`config.mk`:
```
export PLATFORM = sky130hd
export DESIGN_NAME = low_power_mode_wake_control
export DESIGN_NICKNAME = d
export VERILOG_FILES = /design/src/shared/lpm_pkg.sv /design/src/verilog/warmup_divider.sv /design/src/verilog/low_power_mode_wake_control.sv
export SDC_FILE = /design/constraint.sdc
export NUM_CORES = 1
export LEC_CHECK = 0
export BUFFER_PORTS_ARGS = -buffer_cell sky130_fd_sc_hd__buf_4
export CELL_PAD_IN_SITES_DETAIL_PLACEMENT = 0
export CELL_PAD_IN_SITES_GLOBAL_PLACEMENT = 1
export CORE_UTILIZATION = 38
export CTS_CLUSTER_DIAMETER = 80
export CTS_CLUSTER_SIZE = 30
export DETAILED_ROUTE_END_ITERATION = 10
export GPL_ROUTABILITY_DRIVEN = 0
export PLACE_DENSITY = 0.74
export SYNTH_ARGS = -nofsm -noshare
export SYNTH_HDL_FRONTEND = slang
export SYNTH_SLANG_ARGS = --single-unit
```
`constraint.sdc`:
```
create_clock -name i_clk_sys -period 3.5 [get_ports i_clk_sys]
set_input_delay 0 -clock i_clk_sys [delete_from_list [all_inputs] [get_ports i_clk_sys]]
set_output_delay 0 -clock i_clk_sys [all_outputs]
set_load 0.03 [all_outputs]
```
`src/shared/lpm_pkg.sv`:
```
package lpm_pkg;

   // ----------------------------------------------------------------
   // register map (byte addresses on the APB side)
   // ----------------------------------------------------------------
   localparam int         ADDR_W           = 8;
   localparam logic [7:0] OFS_SYS_CTRL_ONE = 8'h00;
   localparam logic [7:0] OFS_SYS_CTRL_TWO = 8'h04;
   localparam logic [7:0] OFS_WAKE_EN      = 8'h08;
   localparam logic [7:0] OFS_STATUS       = 8'h0C;
   localparam logic [7:0] OFS_IRQ_CTRL     = 8'h10;
   localparam logic [7:0] OFS_IRQ_LATCH    = 8'h14;

   // ----------------------------------------------------------------
   // field positions
   // ----------------------------------------------------------------
   localparam int SC1_STOP_BIT  = 7;
   localparam int SC1_RELEASE_METHOD_SELECT_BIT  = 6;
   localparam int SC1_RETURN_MODE_SELECT_BIT  = 5;
   localparam int SC1_OUTEN_BIT = 4;
   localparam int SC1_WUT_LSB   = 1;
   localparam int SC2_XEN_BIT   = 7;
   localparam int SC2_XTEN_BIT  = 6;
   localparam int SC2_SYSCK_BIT = 5;
   localparam int SC2_IDLE_BIT  = 4;
   localparam int IRQ_IMF_BIT   = 8;
   localparam int NUM_IRQ       = 8;
   localparam int KEY_W         = 4;

   // ----------------------------------------------------------------
   // reset values
   // ----------------------------------------------------------------
   localparam logic       RST_RELEASE_METHOD_SELECT    = 1'b0;
   localparam logic       RST_RETURN_MODE_SELECT    = 1'b0;
   localparam logic       RST_OUTEN   = 1'b0;
   localparam logic [2:0] RST_WUT     = 3'h0;
   localparam logic       RST_XEN     = 1'b1;
   localparam logic       RST_XTEN    = 1'b0;
   localparam logic       RST_SYSCK   = 1'b0;
   localparam logic [3:0] RST_WAKE_EN = 4'h0;

   // ----------------------------------------------------------------
   // warm-up: count = (3 or 1) << exponent, in basic clock cycles
   // ----------------------------------------------------------------
   localparam int WU_CNT_W     = 18;
   localparam int FAST_EXP_HI  = 16;
   localparam int FAST_EXP_MID = 14;
   localparam int FAST_EXP_LO  = 10;
   localparam int SLOW_EXP_HI  = 13;
   localparam int SLOW_EXP_LO  = 6;

   typedef enum logic [3:0] {
      ST_RUN  = 4'b0001,
      ST_HALT = 4'b0010,
      ST_WARM = 4'b0100,
      ST_IDLE = 4'b1000
   } lpm_state_t;

endpackage

```
`src/verilog/warmup_divider.sv`:
```
`timescale 1ns/1ns
module warmup_divider
#(
   parameter int CNT_W = 18
)
(
   // clock and reset
   input  wire logic             i_clk_sys,
   input  wire logic             i_rst,
   input  wire logic             i_clear,
   // control
   input  wire logic             i_load,
   input  wire logic [CNT_W-1:0] i_count,
   // status
   output logic                  o_busy,
   output logic                  o_done
);

   logic [CNT_W-1:0] divider;
   logic [CNT_W-1:0] target;

   // the divider restarts from zero on every load, so the interval always
   // spans the full count of basic clock cycles
   always_ff @(posedge i_clk_sys or posedge i_rst)
   begin
      if (i_rst)
      begin
         divider <= '0;
         target  <= '0;
         o_busy  <= 1'b0;
         o_done  <= 1'b0;
      end
      else if (i_clear)
      begin
         divider <= '0;
         target  <= '0;
         o_busy  <= 1'b0;
         o_done  <= 1'b0;
      end
      else if (i_load)
      begin
         divider <= '0;
         target  <= i_count - CNT_W'(1);
         o_busy  <= 1'b1;
         o_done  <= 1'b0;
      end
      else if (o_busy)
      begin
         divider <= divider + CNT_W'(1);
         o_done  <= (divider == target);
         o_busy  <= (divider != target);
      end
      else
      begin
         o_done <= 1'b0;
      end
   end

endmodule // warmup_divider

```
`src/verilog/low_power_mode_wake_control.sv`:
```
// Our own choices: the register addresses and the APB interface to the registers.
`timescale 1ns/1ns
module low_power_mode_wake_control
   import lpm_pkg::*;
#(
   parameter int FAST_HI = lpm_pkg::FAST_EXP_HI,
   parameter int FAST_MID = lpm_pkg::FAST_EXP_MID,
   parameter int FAST_LO = lpm_pkg::FAST_EXP_LO,
   parameter int SLOW_HI = lpm_pkg::SLOW_EXP_HI,
   parameter int SLOW_LO = lpm_pkg::SLOW_EXP_LO
)
(
   // clock and reset
   input  wire logic                      i_clk_sys,
   input  wire logic                      i_rst,
   // apb slave
   input  wire logic                      psel,
   input  wire logic                      penable,
   input  wire logic                      pwrite,
   input  wire logic [lpm_pkg::ADDR_W-1:0] paddr,
   input  wire logic [31:0]               pwdata,
   output logic [31:0]                    prdata,
   output logic                           pready,
   output logic                           pslverr,
   // wake and reset pins
   input  wire logic                      i_port2_bit0,
   input  wire logic [lpm_pkg::KEY_W-1:0] i_key_wake_inputs,
   input  wire logic                      i_reset_pin_n,
   // interrupt sources
   input  wire logic [lpm_pkg::NUM_IRQ-1:0] i_irq_req,
   input  wire logic                      i_wdt_irq,
   // core and clock control
   output logic                           o_core_halt,
   output logic                           o_wdt_halt,
   output logic                           o_osc_fast_en,
   output logic                           o_osc_slow_en,
   output logic                           o_clk_slow_sel,
   output logic                           o_prescaler_clr,
   output logic                           o_resume,
   output logic                           o_irq_service,
   output logic                           o_sys_reset,
   output logic                           o_ports_hiz
);

   // ----------------------------------------------------------------
   // declarations
   // ----------------------------------------------------------------
   lpm_state_t           state;
   lpm_state_t           next_state;
   logic                 release_method_select;
   logic                 return_mode_select;
   logic                 outen;
   logic [2:0]           warmup_select;
   logic                 xen;
   logic                 xten;
   logic                 sysck;
   logic                 idle_bit;
   logic [KEY_W-1:0]     wake_input_enable_reg;
   logic                 master_irq_enable;
   logic [NUM_IRQ-1:0]   irq_enable_flag;
   logic [NUM_IRQ-1:0]   irq_latch;
   logic                 level_active;
   logic                 pin_prev;
   logic                 pin_rise;
   logic                 level_wake;
   logic                 irq_wake;
   logic                 wr_en;
   logic                 rd_en;
   logic                 addr_ok;
   logic                 stop_cmd;
   logic                 idle_cmd;
   logic                 dual_clock;
   logic                 wu_load;
   logic                 wu_busy;
   logic                 wu_done;
   logic [WU_CNT_W-1:0]  wu_count;
   logic [31:0]          next_rdata;

   // ----------------------------------------------------------------
   // bus decode
   // ----------------------------------------------------------------
   assign wr_en    = psel && penable && pready && pwrite;
   assign rd_en    = psel && !penable && !pwrite;
   assign addr_ok  = (paddr == OFS_SYS_CTRL_ONE) || (paddr == OFS_SYS_CTRL_TWO) ||
                     (paddr == OFS_WAKE_EN) || (paddr == OFS_STATUS) ||
                     (paddr == OFS_IRQ_CTRL) || (paddr == OFS_IRQ_LATCH);
   assign stop_cmd = wr_en && (paddr == OFS_SYS_CTRL_ONE) && pwdata[SC1_STOP_BIT];
   assign idle_cmd = wr_en && (paddr == OFS_SYS_CTRL_TWO) && pwdata[SC2_IDLE_BIT];

   // no wait state: pready is already high in the first access cycle, data prepared in setup
   always_ff @(posedge i_clk_sys or posedge i_rst)
   begin
      if (i_rst)
      begin
         pready  <= 1'b0;
         pslverr <= 1'b0;
         prdata  <= 32'h0000_0000;
      end
      else
      begin
         pready  <= psel && !penable;
         pslverr <= psel && !penable && !addr_ok;
         if (rd_en)
         begin
            prdata <= next_rdata;
         end
      end
   end

   always_comb
   begin
      next_rdata = 32'h0000_0000;
      unique case (paddr)
         OFS_SYS_CTRL_ONE:
         begin
            next_rdata[SC1_RELEASE_METHOD_SELECT_BIT]  = release_method_select;
            next_rdata[SC1_RETURN_MODE_SELECT_BIT]  = return_mode_select;
            next_rdata[SC1_OUTEN_BIT] = outen;
            next_rdata[SC1_WUT_LSB+:3] = warmup_select;
         end
         OFS_SYS_CTRL_TWO:
         begin
            next_rdata[SC2_XEN_BIT]   = xen;
            next_rdata[SC2_XTEN_BIT]  = xten;
            next_rdata[SC2_SYSCK_BIT] = sysck;
            next_rdata[SC2_IDLE_BIT]  = idle_bit;
         end
         OFS_WAKE_EN:   next_rdata[KEY_W-1:0] = wake_input_enable_reg;
         OFS_STATUS:    next_rdata[7:0] = {1'b0, pin_prev, level_active, wu_busy, state};
         OFS_IRQ_CTRL:  next_rdata[IRQ_IMF_BIT:0] = {master_irq_enable, irq_enable_flag};
         OFS_IRQ_LATCH: next_rdata[NUM_IRQ-1:0] = irq_latch;
         default:       next_rdata = 32'h0000_0000;
      endcase
   end

   // ----------------------------------------------------------------
   // control registers (reset pin restores them like a power-on)
   // ----------------------------------------------------------------
   always_ff @(posedge i_clk_sys or posedge i_rst)
   begin
      if (i_rst)
      begin
         release_method_select <= RST_RELEASE_METHOD_SELECT;
         return_mode_select    <= RST_RETURN_MODE_SELECT;
         outen                 <= RST_OUTEN;
         warmup_select         <= RST_WUT;
         wake_input_enable_reg <= RST_WAKE_EN;
         master_irq_enable     <= 1'b0;
         irq_enable_flag       <= '0;
      end
      else if (!i_reset_pin_n)
      begin
         release_method_select <= RST_RELEASE_METHOD_SELECT;
         return_mode_select    <= RST_RETURN_MODE_SELECT;
         outen                 <= RST_OUTEN;
         warmup_select         <= RST_WUT;
         wake_input_enable_reg <= RST_WAKE_EN;
         master_irq_enable     <= 1'b0;
         irq_enable_flag       <= '0;
      end
      else if (wr_en)
      begin
         if (paddr == OFS_SYS_CTRL_ONE)
         begin
            release_method_select <= pwdata[SC1_RELEASE_METHOD_SELECT_BIT];
            return_mode_select    <= pwdata[SC1_RETURN_MODE_SELECT_BIT];
            outen                 <= pwdata[SC1_OUTEN_BIT];
            warmup_select         <= pwdata[SC1_WUT_LSB+:3];
         end
         if (paddr == OFS_WAKE_EN)
         begin
            wake_input_enable_reg <= pwdata[KEY_W-1:0];
         end
         if (paddr == OFS_IRQ_CTRL)
         begin
            master_irq_enable <= pwdata[IRQ_IMF_BIT];
            irq_enable_flag   <= pwdata[NUM_IRQ-1:0];
         end
      end
   end

   // oscillator and clock select bits; the wake sequence overwrites them
   always_ff @(posedge i_clk_sys or posedge i_rst)
   begin
      if (i_rst)
      begin
         xen   <= RST_XEN;
         xten  <= RST_XTEN;
         sysck <= RST_SYSCK;
      end
      else if (!i_reset_pin_n)
      begin
         xen   <= RST_XEN;
         xten  <= RST_XTEN;
         sysck <= RST_SYSCK;
      end
      else if (wu_load)
      begin
         xen   <= !return_mode_select;
         xten  <= return_mode_select || dual_clock;
         sysck <= return_mode_select;
      end
      else if (wr_en && (paddr == OFS_SYS_CTRL_TWO))
      begin
         xen   <= pwdata[SC2_XEN_BIT];
         xten  <= pwdata[SC2_XTEN_BIT];
         sysck <= pwdata[SC2_SYSCK_BIT];
      end
   end

   // interrupt latches: write one to clear, a new request in the same cycle wins
   always_ff @(posedge i_clk_sys or posedge i_rst)
   begin
      if (i_rst)
      begin
         irq_latch <= '0;
      end
      else if (!i_reset_pin_n)
      begin
         irq_latch <= '0;
      end
      else if (wr_en && (paddr == OFS_IRQ_LATCH))
      begin
         irq_latch <= (irq_latch & ~pwdata[NUM_IRQ-1:0]) | i_irq_req;
      end
      else
      begin
         irq_latch <= irq_latch | i_irq_req;
      end
   end

   // ----------------------------------------------------------------
   // wake detection
   // ----------------------------------------------------------------
   assign pin_rise   = i_port2_bit0 && !pin_prev;
   assign level_wake = i_port2_bit0 ||
                       |(wake_input_enable_reg & ~i_key_wake_inputs);
   assign irq_wake   = |(irq_latch & irq_enable_flag);
   assign dual_clock = xten;

   // level release only becomes live after a rising edge on the wake pin;
   // going back to edge release is immediate
   always_ff @(posedge i_clk_sys or posedge i_rst)
   begin
      if (i_rst)
      begin
         pin_prev     <= 1'b0;
         level_active <= RST_RELEASE_METHOD_SELECT;
      end
      else
      begin
         pin_prev     <= i_port2_bit0;
         level_active <= release_method_select && (level_active || pin_rise);
      end
   end

   // ----------------------------------------------------------------
   // warm-up count selection
   // ----------------------------------------------------------------
   always_comb
   begin
      int  exp_sel;
      logic triple;
      exp_sel = 0;
      triple  = 1'b0;
      // codes x01 and x11 ignore the top bit
      if (warmup_select[0])
      begin
         exp_sel = return_mode_select ? SLOW_LO : FAST_LO;
         triple  = !warmup_select[1];
      end
      else
      begin
         exp_sel = warmup_select[2] ? (return_mode_select ? SLOW_LO : FAST_MID)
                                    : (return_mode_select ? SLOW_HI : FAST_HI);
         triple  = !warmup_select[1];
      end
      wu_count = triple ? (WU_CNT_W'(3) << exp_sel) : (WU_CNT_W'(1) << exp_sel);
   end

   warmup_divider
   #(
      .CNT_W (WU_CNT_W)
   )
   u_warmup
   (
      .i_clk_sys (i_clk_sys),
      .i_rst     (i_rst),
      .i_clear   (!i_reset_pin_n),
      .i_load    (wu_load),
      .i_count   (wu_count),
      .o_busy    (wu_busy),
      .o_done    (wu_done)
   );

   // ----------------------------------------------------------------
   // mode sequencer
   // ----------------------------------------------------------------
   always_comb
   begin
      next_state = state;
      wu_load    = 1'b0;
      unique case (state)
         ST_RUN:
         begin
            if (stop_cmd)
            begin
               if (level_active && level_wake)
               begin
                  next_state = ST_WARM;
                  wu_load    = 1'b1;
               end
               else
               begin
                  next_state = ST_HALT;
               end
            end
            else if (idle_cmd && !i_wdt_irq)
            begin
               next_state = ST_IDLE;
            end
         end
         ST_HALT:
         begin
            if (level_active ? level_wake : pin_rise)
            begin
               next_state = ST_WARM;
               wu_load    = 1'b1;
            end
         end
         ST_WARM:
         begin
            // no path back to halt: wake inputs are ignored from here on
            if (wu_done)
            begin
               next_state = ST_RUN;
            end
         end
         ST_IDLE:
         begin
            if (irq_wake)
            begin
               next_state = ST_RUN;
            end
         end
         default: next_state = ST_RUN;
      endcase
   end

   always_ff @(posedge i_clk_sys or posedge i_rst)
   begin
      if (i_rst)
      begin
         state <= ST_RUN;
      end
      else if (!i_reset_pin_n)
      begin
         state <= ST_RUN;
      end
      else
      begin
         state <= next_state;
      end
   end

   // idle bit reads back one while the light idle mode lasts
   always_ff @(posedge i_clk_sys or posedge i_rst)
   begin
      if (i_rst)
      begin
         idle_bit <= 1'b0;
      end
      else
      begin
         idle_bit <= (next_state == ST_IDLE) && i_reset_pin_n;
      end
   end

   // ----------------------------------------------------------------
   // outputs
   // ----------------------------------------------------------------
   always_ff @(posedge i_clk_sys or posedge i_rst)
   begin
      if (i_rst)
      begin
         o_core_halt     <= 1'b0;
         o_wdt_halt      <= 1'b0;
         o_osc_fast_en   <= RST_XEN;
         o_osc_slow_en   <= RST_XTEN;
         o_clk_slow_sel  <= RST_SYSCK;
         o_prescaler_clr <= 1'b0;
         o_resume        <= 1'b0;
         o_irq_service   <= 1'b0;
         o_sys_reset     <= 1'b1;
         o_ports_hiz     <= 1'b0;
      end
      else
      begin
         // core only clock-gated, so memory, registers and pc+2 are retained
         o_core_halt     <= (next_state != ST_RUN) && i_reset_pin_n;
         o_wdt_halt      <= (next_state != ST_RUN) && i_reset_pin_n;
         o_osc_fast_en   <= (next_state != ST_HALT) && (wu_load ? !return_mode_select : xen);
         o_osc_slow_en   <= (next_state != ST_HALT) && (xten || (wu_load && return_mode_select));
         o_clk_slow_sel  <= sysck;
         o_prescaler_clr <= wu_load;
         o_resume        <= ((state == ST_WARM) && wu_done) ||
                            ((state == ST_IDLE) && irq_wake);
         o_irq_service   <= ((state == ST_IDLE) && irq_wake && master_irq_enable) ||
                            ((state == ST_RUN) && idle_cmd && i_wdt_irq);
         o_sys_reset     <= !i_reset_pin_n;
         o_ports_hiz     <= (next_state == ST_HALT) && !outen && i_reset_pin_n;
      end
   end

endmodule // low_power_mode_wake_control

```
# Yosys cells after proc, flatten, opt, wreduce, memory -nomap -nowiden
# Cells that the tools add are included.
[totals]
reg_bits = 95
word_cells = 184
inputBits = 60
out_inout_bits = 44
[op_classes]
n_bitwise = 7
reduce_logical = 52
shift = 2
add_sub_neg = 2
mux = 68
eq_ne = 22
[op_table]
columns = ["operator", "n"]
rows = [
  ["$mux 18", 6],
  ["$mux 4", 11],
  ["$mux 8", 5],
  ["$mux 1", 33],
  ["$shl 1x32->18 const A", 1],
  ["$shl 2x32->18 const A", 1],
  ["$pmux 3 s5", 2],
  ["$logic_and 1x1->1", 27],
  ["$add 18x1->18 const B", 1],
  ["$eq 18x18->1", 1],
  ["$ne 18x18->1", 1],
  ["$sub 18x1->18 const B", 1],
  ["$and 8x8->8", 2],
  ["$eq 8x4->1 const B", 2],
  ["$eq 8x5->1 const B", 2],
  ["$or 8x8->8", 2],
  ["$pmux 4 s4", 1],
  ["$mux 5", 3],
  ["$mux 3", 4],
  ["$logic_or 1x1->1", 11],
  ["$ne 2x1->1 const B", 5],
  ["$eq 4x2->1 const B", 2],
  ["$eq 4x4->1 const B", 2],
  ["$eq 8x3->1 const B", 1],
  ["other kinds (16)", 26],
]

# Logic depth before layout (Yosys ltp)
[logic_depth]
word_depth = 12
mapped_depth = 15
depth_no_buf = 12

# Hierarchy
# From an unflattened synthesis, not the netlist that was laid out.
[hier_totals]
cells_unflattened = 607
area_unflattened_um2 = 5391.4
[by_module_without_submodules]
columns = ["mod", "cells_each", "instances", "seq_area_each_um2", "area_per_inst_um2"]
rows = [
  ["low_power_mode_wake_control", 375, 1, 1431.4, 3226.8],
  ["warmup_divider", 232, 1, 950.9, 2164.6],
]

# Worst setup path before layout
# Ideal clock, no wire load.
[synth_path]
path_kind = "reg-to-reg"
startpoint = "reg warmup_select[2]"
endpoint = "reg u_warmup.target[16]"
stages_incl_launch_ff = 16
arrival_time_ns = 3.318
path_buffers = 3
setup_time_ns = 0.087
path_slack_ns = 0.094
period_less_slack_ns = 3.406
required_time_ns = 3.413
cell_sequence = "dfrtp_1 clkbuf_1 inv_1 ha_1 clkbuf_1 nand2b_1 clkbuf_1 and3_1 o21ai_0 ha_1 inv_1 a221oi_1 a32oi_1 or4_1 or3_4 o2111ai_2"
[synth_between]
elab_chain_cells = 7
word_cells_on_any_way = 8
cone_classes = "add/sub: 1; shift: 2; mux: 5"
[synth_rtl]
columns = ["element", "line_no", "rtl"]
rows = [
  ["start, declared", "low_power_mode_wake_control.sv:53", "logic [2:0] warmup_select;"],
  ["start signal, assigned", "low_power_mode_wake_control.sv:168", "warmup_select <= pwdata[SC1_WUT_LSB+:3];"],
  ["$mux 5 (*)", "low_power_mode_wake_control.sv:274", "exp_sel = warmup_select[2] ? (return_mode_select ? SLOW_LO : FAST_MID)"],
  ["$mux 5 (*)", "low_power_mode_wake_control.sv:267", "if (warmup_select[0])"],
  ["$shl 2x32->18 / $shl 1x32->18 (equally long branches)", "low_power_mode_wake_control.sv:278", "wu_count = triple ? (WU_CNT_W'(3) << exp_sel) : (WU_CNT_W'(1) << exp_sel);"],
  ["$mux 18 (*)", "low_power_mode_wake_control.sv:278", ""],
  ["$sub 18x1->18 (*)", "warmup_divider.sv:43", "target <= i_count - CNT_W'(1);"],
  ["$mux 18 (*)", "warmup_divider.sv:40", "else if (i_load)"],
  ["$mux 18 (*)", "warmup_divider.sv:33", "else if (i_clear)"],
  ["end signal, assigned", "warmup_divider.sv:43", ""],
  ["end, declared", "warmup_divider.sv:20", "logic [CNT_W-1:0] target;"],
]
# Every way passes the cells marked *; elsewhere a longest branch is shown, timed or not. The select of a mux whose other input is x is not followed.
# A chain may end at the register's enable or synchronous reset.

# Final worst setup path
[layout_path]
startpoint = "reg return_mode_select"
endpoint = "reg u_warmup.target[16]"
[layout_between]
elab_chain_cells = 8
word_cells_on_any_way = 11
cone_classes = "add/sub: 1; shift: 2; mux: 8"
[layout_rtl]
columns = ["element", "line_no", "rtl"]
rows = [
  ["start, declared", "low_power_mode_wake_control.sv:51", "logic return_mode_select;"],
  ["start signal, assigned", "low_power_mode_wake_control.sv:166", "return_mode_select <= pwdata[SC1_RETURN_MODE_SELECT_BIT];"],
  ["$mux 5 / $mux 4 (equally long branches)", "low_power_mode_wake_control.sv:275, low_power_mode_wake_control.sv:274", ""],
  ["$mux 5", "low_power_mode_wake_control.sv:274", ""],
  ["$mux 5 (*)", "low_power_mode_wake_control.sv:267", ""],
  ["$shl 2x32->18 / $shl 1x32->18 (equally long branches)", "low_power_mode_wake_control.sv:278", ""],
  ["$mux 18 (*)", "low_power_mode_wake_control.sv:278", ""],
  ["$sub 18x1->18 (*)", "warmup_divider.sv:43", ""],
  ["$mux 18 (*)", "warmup_divider.sv:40", ""],
  ["$mux 18 (*)", "warmup_divider.sv:33", ""],
]
# Marked as above.

==> metrics.md <==
| Metric | Value |
|---|---|
| Maximum frequency from static timing analysis | 324 MHz |
| Source-to-sink clock delay at the later pin of the worst-skew pair | 0.34 ns |
| Maximum number of pins on one net before global-route repair | 82 |
| Avg Synthesized Cell Area | 9.17 um^2 |
| Largest registers | u_warmup.divider: 18 flops, u_warmup.target: 18 flops, prdata: 9 flops |
| Cell type of the slowest stage on the worst timing path | or4_1 |
| Overall die width | 122 um |
| Status | completed |
| Detail-routed via count per cell | 5.33 |
| Die ar. | 0.0148 mm^2 |
| Dominant combinational cell family by area after synthesis | simple AND/OR/NAND/NOR gates |
| Share of synthesized flip-flops with an asynchronous set or reset | 100% |
| Critical path startpoint category | flip-flop |
| Ordered cell list for the critical path | buf_4 > ha_1 > nand2b_1 > and3_1 > o21ai_0 > ha_1 > inv_1 > a221oi_1 > a32oi_1 > or4_1 > or3_4 > o2111ai_2 |
| TritonCTS clock tree | built |
| Layout filler cell count | 1329 |
| Avg WL per Cell | 16.2 um |
| Class of the tightest hold or removal check | primary input to flip-flop |
| Share of synthesized cell area in and, or, nand and nor gates | 22.0% |
| Static leakage | 2.92 nW |
| Most Frequent Cell on Critical Path | ha_1 |
| Proportion of netlist area held by the largest area contributor | 41.8% |
| Height of the die | 122 um |
| Share of the synthesized netlist area taken by xor and xnor gates | 6.75% |
| Highest cell delay on the worst timing path | 0.59 ns |
| Max-cap viol count | 0 |
| Number of hold violations in the final report | 0 |
| Number of standard cells after synthesis | 594 |
| Placeable core region | 0.0139 mm^2 |
| Detailed-placement wirelength estimate | 10100 um |
| Count of flip-flops with a built-in enable after synthesis | 0 |
| Number of global-route vias before repair | 4485 |
| Buffers from clock root to sink, at most | 2 |
| Arr. time, crit path | 3.34 ns |
| Most frequent cell after synthesis | dfrtp_1 |
| Count of placed standard cells including taps | 818 |
| Multiplexer fraction of the synthesized cell area | 4.04% |
| Syn Std Cell Area | 0.00545 mm^2 |
| Post-CTS Resized | 0 |
| GRT Util Overall | 20.2% |
| Power Dens Cells | 359 mW/mm^2 |
| Flop and latch count out of synthesis | 95 |
| Clk pin slew, worst setup/hold paths | 0.06 ns |
| CP endpoint kind | flip-flop |
| FF-to-FF path depth | 12 |
| Worst clock skew on the final layout | 0.00690 ns |
| Clock buffers created by TritonCTS | 9 |
| Number of antenna violations at the first check in global routing | 0 |
| Final setup vio count | 0 |
| Effective utilization at floorplan | 39.1% |
| Final min period | 3.08 ns |
| Portion of the clock cycle consumed by the worst path in the final layout | 88.1% |
| Synthesis warning total | 0 |
| Sinks on Clock Net | 95 |
| Most frequently used flop master after synthesis | dfrtp_1 |
| Synthesized-area fraction occupied by adder cells | 1.15% |
| Setup repair after global routing missed its margin | no |
| Slew Limit Headroom | 32.7% |
| Part of the Yosys area used for sequential elements | 43.7% |
| Initial detailed-routing violation count | 355 |
| Commonest cells in the synthesized netlist | 91 x dfrtp_1, 79 x nor2_1, 44 x nand2_1 |
| Aggregate routed wire length | 13900 um |
| Critical setup path kind | flip-flop to flip-flop |
| Post-synthesis cell type with the largest combined area | dfrtp_1 |
| Slew at the pin closest to its max-slew limit | 1.01 ns |
| Cell Count, Final, Fillers Out | 856 |
| Clock tree root driver cell | clkbuf_16 |
| Layout cell share with drive strength beyond 1 | 16.3% |
| DRC violation count after routing | 0 |
| Crit Reg-Reg Startpoint | return_mode_select |
| Area occupied by multi-input gates | 0.00276 mm^2 |
| Register area | 0.00238 mm^2 |
| Antenna cells | 0 |
| Number of H-tree branching levels | 3 |
| Worst IR Drop VDD | 0.000314 V |
| Total of buffers placed on input and output ports | 57 |
| Count of nets after finishing | 736 |
| Final-layout setup total negative slack | 0 ns |
| First-pass GRT wire length | 23000 um |
| Start point of the worst min-delay path | i_reset_pin_n |
| Biggest fanout along the worst timing path | 10 |
| Most area-consuming cells after synthesis | dfrtp_1 42%, nor2_1 5.4%, xor2_1 4.5% |
| DRT Pass-1 Iters | 7 |
| Global route total overflow | 0 |
| Placement Rows | 43 |
| Pins over their slew limit | 0 |
| Post CTS Setup Buffer Count | 0 |
| Area fraction in compound gates after synthesis | 15.0% |
| End-of-flow core utilization | 46.8% |
| Synthesis-to-finish area growth | 19.8% |
| Antenna viol nets, final | 0 |
| Cells on Worst Hold Path | 2 |
| # IOs | 104 |
| Routed vias | 4563 |
| Count of distinct cell types in the synthesized netlist | 68 |
| Critical path launch point | return_mode_select |
| Endpoint required time on the critical path | 3.76 ns |
[layout make-up]
type,count,area share (%)
timing repair buffer,99,12.2
multi-input combinational,450,42.2
clock inverter,2,0.192
clock buffer,14,4.35
inverter,16,1.04
tap,180,3.45
sequential,95,36.5
[layer usage]
metal	global-route usage, %	up-vias	wire (um)
li1	-	2218	-
met1	26.7	2207	6260
met2	33.7	125	6850
met3	4.12	13	614
met4	5.25	0	165
met5	0	-	0
[stage by stage]
step | hold WS, ns | power (mW) | cell area [um^2] | worst slack, ns
3_3_place_gp | 0.150 | 1.38 | 6010 | 0.531
4_1_cts | 0.00779 | 2.37 | 6530 | 0.445
2_1_floorplan | 0.0314 | 1.30 | 5530 | 0.0944
6_report | 0.0118 | 2.34 | 6530 | 0.417
5_1_grt | 0.0193 | 2.44 | 6530 | 0.196
3_5_place_dp | 0.151 | 1.38 | 6010 | 0.471
[final timing paths]
| path | slack [ns] | endpoint |
|---|---|---|
| setup / recovery | 0.42 | u_warmup.target[16] |
| setup reg to reg | 0.42 | u_warmup.target[16] |
| hold / removal | 0.01 | xen |
| hold reg to reg | 0.49 | o_clk_slow_sel |
| max in group asynchronous | 2.18 | xen |
| min in group asynchronous | 0.44 | u_warmup.divider[16] |
[worst max-delay path, delay by kind of cell (launching register included)]
kind / cells / cell delay (ns)
AO/OA/AOI/OAI: 4 / 0.56
adder cells (fa/ha/maj): 2 / 0.43
buffers and inverters: 2 / 0.27
flip-flops: 1 / 0.37
AND/OR/NAND/NOR: 4 / 1.37
[cells in the final DEF (no fill, tap or decap), drive strengths merged, types with 6 or more instances in the layout]
master / count
a21boi: 9
a21oi: 20
a22oi: 9
and3: 8
buf: 77
clkbuf: 14
conb: 23
dfrtp: 91
dlygate4sd3: 22
inv: 15
mux2i: 22
nand2: 45
nand3: 25
nand4: 14
nor2: 79
nor2b: 8
nor3: 14
nor3b: 6
nor4: 10
o21a: 11
o21ai: 30
xnor2: 14
xor2: 28
[timing repair]
action / 4_1_cts / 5_1_grt
hold buffers: 22 / 0
setup endpoints to repair: 0 / 0
hold endpoints to repair: 111 / 0
[kinds of logic (layout without fill, tap and decap cells)]
| group | Yosys count | in the layout |
|---|---|---|
| flip-flops | 95 | 95 |
| other | 1 | 23 |
| AO/OA/AOI/OAI | 119 | 119 |
| AND/OR/NAND/NOR | 239 | 239 |
| XOR/XNOR | 42 | 42 |
| adder cells (fa/ha/maj) | 5 | 5 |
| buffers and inverters | 71 | 131 |
| multiplexers | 22 | 22 |
[report_power, final]
| part | internal [mW] | switching, mW | total (mW) |
|---|---|---|---|
| Sequential | 1.12 | 0.0173 | 1.14 |
| Combinational | 0.0867 | 0.152 | 0.239 |
| Clock | 0.559 | 0.406 | 0.965 |
(Power assumes the default switching activity.)
